`src/sbr_pkg.sv`:
```
// Purpose: Shared constants and carriers for the single-read system bus master.
// Assumes: One 200 MHz core clock; the bus controller sits on the same clock.
// Notes:   Only the read path is active; the write data bus stays idle.
`default_nettype none

package sbr_pkg;

  // Bus geometry
  localparam int ADDR_HI = 35;
  localparam int ADDR_LO = 3;
  localparam int DATA_W  = 64;
  localparam int BE_W    = 8;

  // Outstanding transaction limit
  localparam int          CNT_W           = 5;
  localparam logic [4:0]  MAX_OUTSTANDING = 5'h10;
  localparam logic [4:0]  CNT_ONE         = 5'h01;
  localparam logic [4:0]  CNT_RESET       = 5'h00;

  // Request buffer
  localparam int          BUF_DEPTH       = 2;
  localparam logic [1:0]  BUF_FULL_CNT    = 2'h2;
  localparam logic [1:0]  BUF_RESET_CNT   = 2'h0;

  // Direction encoding on the bus
  localparam logic        DIR_READ        = 1'b0;

  typedef struct packed {
    logic [ADDR_HI:ADDR_LO] addr;
    logic [BE_W-1:0]        be;
    logic                   ifetch;
    logic                   uncached;
  } sbr_req_t;

  typedef struct packed {
    logic [DATA_W-1:0] data;
    logic              err;
  } sbr_rsp_t;

  typedef enum logic [2:0] {
    SBR_IDLE  = 3'b001,
    SBR_OFFER = 3'b010,
    SBR_HOLD  = 3'b100
  } sbr_state_t;

endpackage

`default_nettype wire

```
`src/sbr_req_buf.sv`:
```
// Purpose: Two-entry request buffer between the core and the address stage.
// Assumes: Same clock on both sides; synchronous active-high reset.
// Notes:   Absorbs a stalled address phase so no request word is dropped.
`timescale 1ns/100ps
`default_nettype none

module sbr_req_buf
  import sbr_pkg::*;
(
  // Clock and reset
  input  wire logic               clk_i,
  input  wire logic               reset_i,
  // Fill side
  input  wire logic               in_valid_i,
  output logic                    in_ready_o,
  input  wire sbr_pkg::sbr_req_t  in_data_i,
  // Drain side
  output logic                    out_valid_o,
  input  wire logic               out_ready_i,
  output sbr_pkg::sbr_req_t       out_data_o
);
  import sbr_pkg::*;

  sbr_req_t   mem_r [BUF_DEPTH];
  logic       wr_ptr_r;
  logic       rd_ptr_r;
  logic [1:0] cnt_r;
  logic       push;
  logic       pop;

  assign in_ready_o  = (cnt_r != BUF_FULL_CNT);
  assign out_valid_o = (cnt_r != BUF_RESET_CNT);
  assign out_data_o  = mem_r[rd_ptr_r];
  assign push        = in_valid_i && in_ready_o;
  assign pop         = out_valid_o && out_ready_i;

  always_ff @(posedge clk_i)
  begin
    if (push)
    begin
      mem_r[wr_ptr_r] <= in_data_i;
    end
  end

  always_ff @(posedge clk_i)
  begin
    if (reset_i)
    begin
      wr_ptr_r <= 1'b0;
      rd_ptr_r <= 1'b0;
    end
    else
    begin
      if (push)
      begin
        wr_ptr_r <= ~wr_ptr_r;
      end
      if (pop)
      begin
        rd_ptr_r <= ~rd_ptr_r;
      end
    end
  end

  always_ff @(posedge clk_i)
  begin
    if (reset_i)
    begin
      cnt_r <= BUF_RESET_CNT;
    end
    else if (push && !pop)
    begin
      cnt_r <= cnt_r + 2'h1;
    end
    else if (pop && !push)
    begin
      cnt_r <= cnt_r - 2'h1;
    end
  end

endmodule

`default_nettype wire

```
`src/sbr_track.sv`:
```
// Purpose: Counts reads whose address was taken and whose data is still due.
// Assumes: Responses return in address order.
// Notes:   No timeout; a lost response leaves the count stuck.
`timescale 1ns/100ps
`default_nettype none

module sbr_track
  import sbr_pkg::*;
(
  // Clock and reset
  input  wire logic              clk_i,
  input  wire logic              reset_i,
  // Events
  input  wire logic              taken_i,
  input  wire logic              done_i,
  // Status
  output logic [sbr_pkg::CNT_W-1:0] count_o,
  output logic                   full_o,
  output logic                   busy_o
);
  import sbr_pkg::*;

  logic [CNT_W-1:0] cnt_r;

  assign count_o = cnt_r;
  assign full_o  = (cnt_r == MAX_OUTSTANDING);
  assign busy_o  = (cnt_r != CNT_RESET);

  always_ff @(posedge clk_i)
  begin
    if (reset_i)
    begin
      cnt_r <= CNT_RESET;
    end
    else if (taken_i && !done_i)
    begin
      cnt_r <= cnt_r + CNT_ONE;
    end
    else if (done_i && !taken_i)
    begin
      cnt_r <= cnt_r - CNT_ONE;
    end
  end
endmodule

`default_nettype wire

```
`src/sbr_bus_master.sv`:
```
// Purpose: System bus master for single reads with split read and write data.
// Assumes: Controller on the same clock; read data returns in address order.
// Notes:   Write path is not issued here; its data bus is held at zero.
`timescale 1ns/100ps
`default_nettype none

module sbr_bus_master
  import sbr_pkg::*;
(
  // Clock and reset
  input  wire logic                          clk_i,
  input  wire logic                          reset_i,
  // Core request side
  input  wire logic                          req_valid_i,
  output logic                               req_ready_o,
  input  wire sbr_pkg::sbr_req_t             req_i,
  // Core response side
  output logic                               rsp_valid_o,
  output sbr_pkg::sbr_rsp_t                  rsp_o,
  output logic [sbr_pkg::CNT_W-1:0]          outstanding_o,
  // Bus address phase
  output logic [sbr_pkg::ADDR_HI:sbr_pkg::ADDR_LO] bus_doubleword_address_o,
  output logic [sbr_pkg::BE_W-1:0]           byte_lane_enables_o,
  output logic                               address_valid_o,
  output logic                               instruction_fetch_flag_o,
  output logic                               transfer_direction_flag_o,
  input  wire logic                          address_accept_i,
  // Bus data phase
  output logic [sbr_pkg::DATA_W-1:0]         write_bus_word_o,
  input  wire logic [sbr_pkg::DATA_W-1:0]    read_bus_word_i,
  input  wire logic                          read_word_valid_i,
  input  wire logic                          read_bus_error_i
);
  import sbr_pkg::*;

  sbr_state_t       state_r;
  sbr_state_t       state_nxt;
  sbr_req_t         addr_r;
  logic             fetch_r;
  sbr_req_t         buf_data;
  logic             buf_valid;
  logic             buf_ready;
  logic             pop;
  logic             taken;
  logic             rsp_take;
  logic             trk_full;
  logic             trk_busy;
  logic [CNT_W-1:0] trk_count;
  logic             rsp_valid_r;
  sbr_rsp_t         rsp_r;

  // Fetch qualifier only for uncached instruction fetch
  function automatic logic fetch_qual(input sbr_req_t r);
    fetch_qual = r.ifetch && r.uncached;
  endfunction

  sbr_req_buf u_buf (
    .clk_i       (clk_i),
    .reset_i     (reset_i),
    .in_valid_i  (req_valid_i),
    .in_ready_o  (req_ready_o),
    .in_data_i   (req_i),
    .out_valid_o (buf_valid),
    .out_ready_i (buf_ready),
    .out_data_o  (buf_data)
  );

  sbr_track u_track (
    .clk_i   (clk_i),
    .reset_i (reset_i),
    .taken_i (taken),
    .done_i  (rsp_take),
    .count_o (trk_count),
    .full_o  (trk_full),
    .busy_o  (trk_busy)
  );

  // Address taken on the edge where accept is sampled with valid high
  assign taken = (state_r == SBR_OFFER) && address_accept_i;

  // Refill only outside the offer phase; full tracker blocks issue
  assign buf_ready = (state_r != SBR_OFFER) && !trk_full;
  assign pop       = buf_valid && buf_ready;

  // Tracker count is registered, so with none outstanding the accepting edge itself never samples
  assign rsp_take = trk_busy && read_word_valid_i;

  always_comb
  begin
    state_nxt = state_r;
    unique case (state_r)
      SBR_IDLE:
      begin
        if (pop)
        begin
          state_nxt = SBR_OFFER;
        end
      end
      SBR_OFFER:
      begin
        if (address_accept_i)
        begin
          state_nxt = SBR_HOLD;
        end
      end
      SBR_HOLD:
      begin
        if (pop)
        begin
          state_nxt = SBR_OFFER;
        end
        else
        begin
          state_nxt = SBR_IDLE;
        end
      end
    endcase
  end

  always_ff @(posedge clk_i)
  begin
    if (reset_i)
    begin
      state_r <= SBR_IDLE;
    end
    else
    begin
      state_r <= state_nxt;
    end
  end

  // Address lines only reload on a pop, so offer and hold keep them still
  always_ff @(posedge clk_i)
  begin
    if (reset_i)
    begin
      addr_r  <= '0;
      fetch_r <= 1'b0;
    end
    else if (pop)
    begin
      addr_r  <= buf_data;
      fetch_r <= fetch_qual(buf_data);
    end
  end

  assign bus_doubleword_address_o  = addr_r.addr;
  assign byte_lane_enables_o       = addr_r.be;
  assign instruction_fetch_flag_o  = fetch_r && (state_r == SBR_OFFER);
  assign address_valid_o           = (state_r == SBR_OFFER);
  assign transfer_direction_flag_o = DIR_READ;
  // Write data has its own bus; nothing is written by this block
  assign write_bus_word_o          = '0;

  // Response capture; no timeout while waiting
  always_ff @(posedge clk_i)
  begin
    if (reset_i)
    begin
      rsp_valid_r <= 1'b0;
    end
    else
    begin
      rsp_valid_r <= rsp_take;
    end
  end

  always_ff @(posedge clk_i)
  begin
    if (reset_i)
    begin
      rsp_r <= '0;
    end
    else if (rsp_take)
    begin
      rsp_r.data <= read_bus_word_i;
      rsp_r.err  <= read_bus_error_i;
    end
  end

  assign rsp_valid_o   = rsp_valid_r;
  assign rsp_o         = rsp_r;
  assign outstanding_o = trk_count;
endmodule

`default_nettype wire

```
`config.mk`:
```
export PLATFORM = sky130hd
export DESIGN_NAME = sbr_bus_master
export DESIGN_NICKNAME = d
export VERILOG_FILES = /design/src/sbr_pkg.sv /design/src/sbr_req_buf.sv /design/src/sbr_track.sv /design/src/sbr_bus_master.sv
export SDC_FILE = /design/constraint.sdc
export NUM_CORES = 1
export LEC_CHECK = 0
export BUFFER_PORTS_ARGS = -buffer_cell sky130_fd_sc_hd__buf_4
export CORE_ASPECT_RATIO = 0.75
export CORE_MARGIN = 3
export CORE_UTILIZATION = 47
export DETAILED_ROUTE_END_ITERATION = 7
export MAX_ROUTING_LAYER = met4
export PLACE_DENSITY = 0.76
export SLEW_MARGIN = 20
export SYNTH_ARGS = -nofsm -noshare
export SYNTH_HDL_FRONTEND = slang
export SYNTH_SLANG_ARGS = --single-unit
export TNS_END_PERCENT = 100
```
`constraint.sdc`:
```
create_clock -name clk_i -period 3.9 [get_ports clk_i]
set_clock_uncertainty 0.1 [all_clocks]
set_input_delay 0.195 -clock clk_i [delete_from_list [all_inputs] [get_ports clk_i]]
set_output_delay 0.195 -clock clk_i [all_outputs]
set_load 0.01 [all_outputs]
```
; ---- Yosys cells after proc, flatten, opt, wreduce, memory -nomap -nowiden
; Memory sizes are Yosys's and may differ from the RTL's. A register that Yosys moved wholly into a read port is not among the register bits.
; Index checks and enable logic that the tools add are counted.
; Widths: inputs -> output; s select.
[op_classes]
n_addsub = 4
n_eq_ne = 8
n_mux = 12
n_bitwise = 2
n_reduce_logical = 21
[ops]
columns = operator, count
row1 = $logic_and 1x1->1, 11
row2 = $mux 5, 2
row3 = $pmux 3 s3, 1
row4 = $mux 2, 3
row5 = $mux 3, 2
row6 = $reduce_bool 2->1, 3
row7 = $add 5x1->5 const B, 1
row8 = $eq 5x5->1 const B, 1
row9 = $logic_not 1->1, 5
row10 = $reduce_bool 5->1, 1
row11 = $sub 5x1->5 const B, 1
row12 = $mux 1, 4
row13 = $ne 2x1->1 const B, 2
row14 = $eq 3x1->1 const B, 1
row15 = $eq 3x2->1 const B, 1
row16 = $eq 3x3->1 const B, 1
row17 = $ne 3x2->1 const B, 1
row18 = $add 2x1->2 const B, 1
row19 = $ne 2x2->1 const B, 1
row20 = $not 1->1, 2
row21 = $reduce_and 2->1, 1
row22 = $sub 2x1->2 const B, 1
[word_totals]
register_bits = 120
ram_bits = 86
in_bits = 113
output_inout_bits = 180
elab_cells = 59
mem_count = 1
[mem_list]
columns = memory, depth, word_bits, read_ports, rd_ports_with_merged_regs, wr, line_no
row1 = u_buf.mem_r, 2, 43, 1, 1, 1, sbr_req_buf.sv:24  ; sbr_req_t mem_r [BUF_DEPTH];

; ---- Logic depth before layout (Yosys ltp)
; Gate-level depths: netlist (run 1).
[logic_depth]
word_depth = 7
ltp_mapped = 11
mapped_depth_nobuf = 10

; ---- Modules after synthesis
; A second synthesis (run 1) with hierarchy kept.
[unflattened]
cells_unflattened = 754
hier_area_um2 = 8280.4
[by_module_without_submodules]
columns = mod, n_inst, cells_each, area_per_inst_um2
row1 = sbr_bus_master, 1, 557, 4620.7
row2 = sbr_req_buf, 1, 158, 3316.9
row3 = sbr_track, 1, 39, 342.8

; ---- Worst setup path after synthesis (run 1)
; No wires, ideal clock.
[synth_path]
path_kind = register to register
from = register u_buf.cnt_r[0]
to = memory u_buf.mem_r[0][0] (netlist name), enable pin
setup_ns = 0.443
t_arrival_ns = 2.498
required_time_ns = 3.357
path_slack_ns = 0.859
stages_incl_launch_ff = 4
path_buffers = 0
synth_period_minus_slack_ns = 3.041
cell_sequence = dfxtp_1 > nand2b_1 > nand2_1 > nor2_1
[synth_between]
elab_chain_cells = 4
[synth_lines]
columns = element, line_no
row1 = "start, declared", sbr_req_buf.sv:27  ; logic [1:0] cnt_r;
row2 = "start signal, assigned", sbr_req_buf.sv:73  ; cnt_r <= cnt_r + 2'h1;
row3 = "start signal, assigned", sbr_req_buf.sv:77  ; cnt_r <= cnt_r - 2'h1;
row4 = $ne 2x2->1, sbr_req_buf.sv:31  ; assign in_ready_o = (cnt_r != BUF_FULL_CNT);
row5 = named net req_ready_o, sbr_bus_master.sv:15  ; output logic req_ready_o,
row6 = $logic_and 1x1->1, sbr_req_buf.sv:34  ; assign push = in_valid_i && in_ready_o;
row7 = $mux 1, sbr_req_buf.sv:39  ; if (push)
row8 = $mux 1 (implied by the code), sbr_req_buf.sv:41  ; mem_r[wr_ptr_r] <= in_data_i;
row9 = "end, declared", sbr_req_buf.sv:24
; The timed path passes the listed nets, and every way through them passes these cells.

; ---- Final worst setup path (run 1)
[layout_path]
from = register u_track.cnt_r[0] (netlist: u_track.count_o[0])
to = register u_track.cnt_r[4] (netlist: u_track.count_o[4])
[layout_between]
elab_chain_cells = 5
elab_cells_between_ends = 10
[layout_lines]
columns = element, line_no
row1 = "start, declared", sbr_track.sv:23  ; logic [CNT_W-1:0] cnt_r;
row2 = "start signal, assigned", sbr_track.sv:37  ; cnt_r <= cnt_r + CNT_ONE;
row3 = "start signal, assigned", sbr_track.sv:41  ; cnt_r <= cnt_r - CNT_ONE;
row4 = "parallel branches: the longest is 5 deep, another holds $sub 5x1->5", --
; Parallel ways; which one is timed is not known. The select of a mux whose other input is x is not followed.
; A chain may end at the register's enable or synchronous reset.

==> metrics, run 1 <==
drt wl/cell 15.2 um; TritonRoute pass-1 iters 4; IO Pins 293; root buf cell clkbuf_16; Final period util 72.7%; Final Hold Slack 0.0619 ns; Post-synth top flop dfxtp_1; R2R Path Start u_track.count_o[0]; antenna violations before repair 0; asr flop ratio synth 0%; Resized Gates After CTS 0; run status finished, final reports clean; Max Slew Vio Count 0; Worst-path clk slew 0.06 ns; DRC violations left 0; crit-path max FO 6; relative slew slack 30.1%; dpl hpwl 11.3 mm; most common cell after layout, fill and taps aside buf_4; pin count of the biggest net entering global routing 93; maximum VDD drop 0.450 mV; clk buf depth 3; Min-Delay Startpoint req_valid_i; setup_tns 0 ns; RSZ-0062 raised after global routing no; Fin. Hold Viols 0; RR Endpoint u_track.count_o[4]; Initial Util 49.2%; Max Clk Rate 353 MHz; min Tclk post-route 2.84 ns; vias 6027; Critical Path Source Type register; MaxCap Viol Count 0; Cells after Synth 707; Final setup viols 0; Detailed Route WL 19.1 mm; HP Class input pin to register; synth warn 0; Netlist cell types 38; Worst setup EP type register; Worst path most repeated cell ha_1; placed cell area 9640 um2; worst reg2reg setup slack 1.06 ns; critical path, cell by cell or4_1 > o21a_2 > inv_2 > ha_1 > inv_1 > ha_1 > a21oi_1 > a211oi_1 > a31oi_1 > mux2_2; vias in the first global route 5904; Critical Path AT 3.11 ns; critical path class register to register; Leak Pwr 0.00466 uW; nets 1148; Rows 40; ANT nets after route 0; PD cells 650 nW/um2; Vias/cell 4.81; layout cells sized above 1 31.4%; Clock H-tree levels 1; CTS Sinks 207; cts bufs inserted 20; Hold Crit Endpoint u_buf.wr_ptr_r; Worst-Margin Slew 1.05 ns; worst path required time 4.17 ns; n_diodes 0; Finished Cell Area 11300 um2; Hold Crit Depth 4; top cells by area, synth edfxtp_1, dfxtp_1, buf_4; EDFF count, synth 86; Placer Congestion 0.734; flops & latches, synth 207; I/O Buffers 227; slowest CP cell or4_1; Skew-Pair Late Insertion Delay 0.48 ns; Die Footprint 18800 um2; sequential fraction of the synthesis area 62.0%; postcts setup bufs 0; Die X-Extent 157 um; Die Y 120 um; CP max stage delay 0.54 ns; Initial DRC Count 358; P&R area growth vs syn 40.6%; Yosys top cell by area edfxtp_1; Syn Std Cell Area 8070 um2; most frequent cells in the layout buf_4, dfxtp_1, dlygate4sd3_1; all-layer global routing usage 19.8%; first-pass GRT wire length 29.5 mm; core footprint 16400 um2; top cell type's share of synthesized area 32.0%; CTS tree yes; Synth Area per Inst 11.4 um2; worst reg2reg path depth 10; residual overflow from global routing 0
==> cells in the mapped netlist (4+ instances only) <==
cell / n
a211oi_1: 44
buf_4: 65
a21oi_1: 40
clkbuf_1: 25
ha_1: 5
xor2_1: 5
nor2_1: 59
a21oi_2: 30
buf_2: 14
mux2i_1: 42
dfxtp_1: 121
inv_1: 4
nand2_2: 30
edfxtp_1: 86
nand2_1: 104
==> area by class of cell <==
type / count / area (um2)
clock inverter: 6 / 65.1
tap: 210 / 263
fill: 1153 / 5070
sequential: 207 / 5010
timing repair buffer: 344 / 2860
clock buffer: 30 / 548
multi-input combinational: 451 / 2590
inverter: 5 / 18.8
==> state kept, by name (all words and copies together), names as in the netlist, named ones only <==
signal / flops
byte_lane_enables_o: 8
u_track.count_o: 5
state_r: 3
u_buf.wr_ptr_r: 1
rsp_o: 65
fetch_r: 1
u_buf.mem_r: 86
bus_doubleword_address_o: 33
u_buf.cnt_r: 2
u_buf.rd_ptr_r: 1
rsp_valid_o: 1
==> routing by layer <==
layer	track usage [%]	wire length [um]
met2	34.2	9640
met5	-	0
met1	23.9	7810
met3	4.07	1210
met4	5.09	455
==> worst max-delay path: cells and delay by family (launching register included) <==
kind,cells,cell delay (ns)
AO/OA/AOI/OAI,4,0.71
flip-flops,1,0.38
adder cells (fa/ha/maj),2,0.50
AND/OR/NAND/NOR,1,0.54
buffers and inverters,2,0.16
multiplexers,1,0.35
==> where the power goes <==
group	switching, uW	internal, uW
Sequential	294	2790
Combinational	1380	1090
Clock	774	1040
==> kinds of logic after synthesis <==
family                   count (synthesis)  share of synthesized area, %
buffers and inverters                  113                          9.19
adder cells (fa/ha/maj)                  6                          1.02
XOR/XNOR                                 7                         0.759
multiplexers                            43                          5.35
AND/OR/NAND/NOR                        208                          11.1
other                                    1                        0.0465
flip-flops                             207                          62.0
AO/OA/AOI/OAI                          122                          10.5
==> timing repair <==
action / 4_1_cts / 5_1_grt
endpoints found under the hold margin: 152 / 0
hold buffers: 109 / 0
endpoints found under the setup margin: 0 / 0
==> stage by stage <==
stage	utilization, %	cells	setup WS [ns]	power, uW
after global placement	58.7	1108	1.15	5450
after CTS	69.1	1253	1.05	7440
after detailed placement	58.7	1108	1.08	5510
after floorplan	-	771	0.859	4690
after global routing	69.1	1253	0.845	7820
final	69.1	1253	1.06	7370
==> worst max path at each step <==
stage	start	endpoint	slack (ns)	depth (start not counted)
detailed placement	u_track.count_o[0]	u_track.count_o[4]	1.08	10
CTS	u_track.count_o[0]	u_track.count_o[4]	1.05	10
global placement	u_track.count_o[0]	u_track.count_o[4]	1.15	10
finish	u_track.count_o[0]	u_track.count_o[4]	1.06	10
global route	u_track.count_o[0]	u_track.count_o[4]	0.84	10
floorplan	u_buf.cnt_r[0]	u_buf.mem_r[0][0]	0.86	3
Power figures use the tool's default switching activity.
==> run 2: changes to the inputs <==
Settings changed: CORE_UTILIZATION 47 to 45, PLACE_DENSITY 0.76 to 0.77.
Clock period 3.9 ns to 2.35 ns, I/O delays scaled along.
==> run 2 against run 1 <==
  * The run now ends with negative setup slack left
  * Routed wire length increased by 11%
  * Combinational power increased by 90%
  * Flip-flop and latch count unchanged
  * Die area increased by 4.2%
  * Sequential share of layout area decreased by 1.6 points
  * Hold slack improved by 0.15 ns
  * Final cell count increased by 3.8%
  * Critical path type unchanged
  * Highest routed layer unchanged
==> metrics, run 2 (same netlist as run 1, synthesis figures left out) <==
min Tclk post-route 2.55 ns; drt wl/cell 16.3 um; Finished Cell Area 11800 um2; Hold Crit Endpoint u_track.count_o[0]; root buf cell clkbuf_16; Worst setup EP type register; worst reg2reg path depth 10; Min-Delay Startpoint read_word_valid_i; CTS Sinks 207; nets 1169; I/O Buffers 227; cell count after placement 1150; MaxCap Viol Count 0; Initial DRC Count 510; all-layer global routing usage 21.1%; DRC violations left 0; HP Class input pin to register; total power 13100 uW; RR Endpoint u_track.count_o[4]; Rows 41; Initial Util 47.0%; failing checks negative setup slack; post-route setup slack -0.202 ns; RSZ-0062 raised after global routing yes; Final setup viols 10; vias 6149; critical path class register to register; Fin. Hold Viols 0; Die X-Extent 161 um; most frequent cells in the layout buf_4, dfxtp_1, dlygate4sd3_1; Max Slew Vio Count 0; Final period util 109%; worst reg2reg setup slack -0.20 ns; Clock H-tree levels 1; antenna violations before repair 0; dpl hpwl 12.3 mm; Critical Path AT 2.82 ns; residual overflow from global routing 0; Final Hold Slack 0.214 ns; Die Footprint 19600 um2; Worst-path clk slew 0.06 ns; placed cell area 9900 um2; setup_tns -0.531 ns; clk buf depth 3; Placer Congestion 0.758; Max Clk Rate 392 MHz; Worst-Margin Slew 0.870 ns; Largest register FFs 86; layout cells sized above 1 34.3%; run status finished, violations left; core footprint 17200 um2; worst path required time 2.62 ns; Detailed Route WL 21.2 mm; cts bufs inserted 20; first-pass GRT wire length 32.6 mm; n_diodes 0; Die Y 122 um; Final Non-Filler Cells 1300; Leak Pwr 0.00485 uW; Biggest register u_buf.mem_r; CTS tree yes; P&R area growth vs syn 46.1%; relative slew slack 42.0%; maximum VDD drop 0.684 mV; most common cell after layout, fill and taps aside buf_4; IO Pins 293; R2R Path Start u_track.count_o[0]; Vias/cell 4.73; TritonRoute pass-1 iters 6; crit-path max FO 5; pin count of the biggest net entering global routing 86; Hold Crit Depth 6; vias in the first global route 6143; Critical Path Source Type register; Skew-Pair Late Insertion Delay 0.49 ns; ANT nets after route 0; PD cells 1110 nW/um2
==> run 2: worst max-delay path by stage <==
stage                             from            endpoint  slack [ns]  cells past startpoint
floorplan           u_track.count_o[1]  u_track.count_o[4]       -0.36                     11
global placement    u_track.count_o[0]  u_track.count_o[4]       -0.22                     10
detailed placement  u_track.count_o[0]  u_track.count_o[4]       -0.24                     10
CTS                 u_track.count_o[0]  u_track.count_o[4]       -0.19                     10
global route        u_track.count_o[0]  u_track.count_o[4]       -0.28                     10
finish              u_track.count_o[0]  u_track.count_o[4]       -0.20                     10
==> run 2: cell type report <==
cell class	count	area [um2]
flip-flops and latches	207	5010
multi-input cells	451	2680
inverters	5	23.8
fillers	1160	5390
well taps	236	295
repair buffers	365	3080
clock inverters	4	85.1
clock buffers	32	617
==> run 2: metal layers <==
layer  GRT usage, %  part of all wire, %
met1           25.3                   41
met3           5.06                  7.1
met5              -                    0
met2           36.4                   50
met4           4.50                  1.9
==> run 2: report_power, final <==
group | switching, uW | total (uW) | internal [uW]
sequential | 442 | 5070 | 4630
combinational | 2560 | 4700 | 2140
clock | 1300 | 3330 | 2030
==> run 2: stage by stage <==
step / utilization, % / setup slack [ns]
after floorplan: - / -0.360
after global placement: 57.6 / -0.217
after detailed placement: 57.6 / -0.240
after CTS: 68.3 / -0.191
after global routing: 68.6 / -0.280
final: 68.6 / -0.202
==> run 2: critical path, stage by stage (launching register included) <==
cell and delay [ns]:
dfxtp_4 0.34, or4_4 0.49, o21a_2 0.23, inv_2 0.07
ha_4 0.15, inv_6 0.05, fa_2 0.35, nand3_2 0.08
a211oi_2 0.06, a31oi_1 0.16, mux2_2 0.35
==> run 2: what timing repair did <==
action                                 4_1_cts  5_1_grt
setup buffers                                1        2
setup endpoints to repair                    3       62
pin swaps                                    7        1
endpoints found under the hold margin      168        0
hold buffers                               111        0
gates resized for setup                      2        6
gates cloned                                 0        0
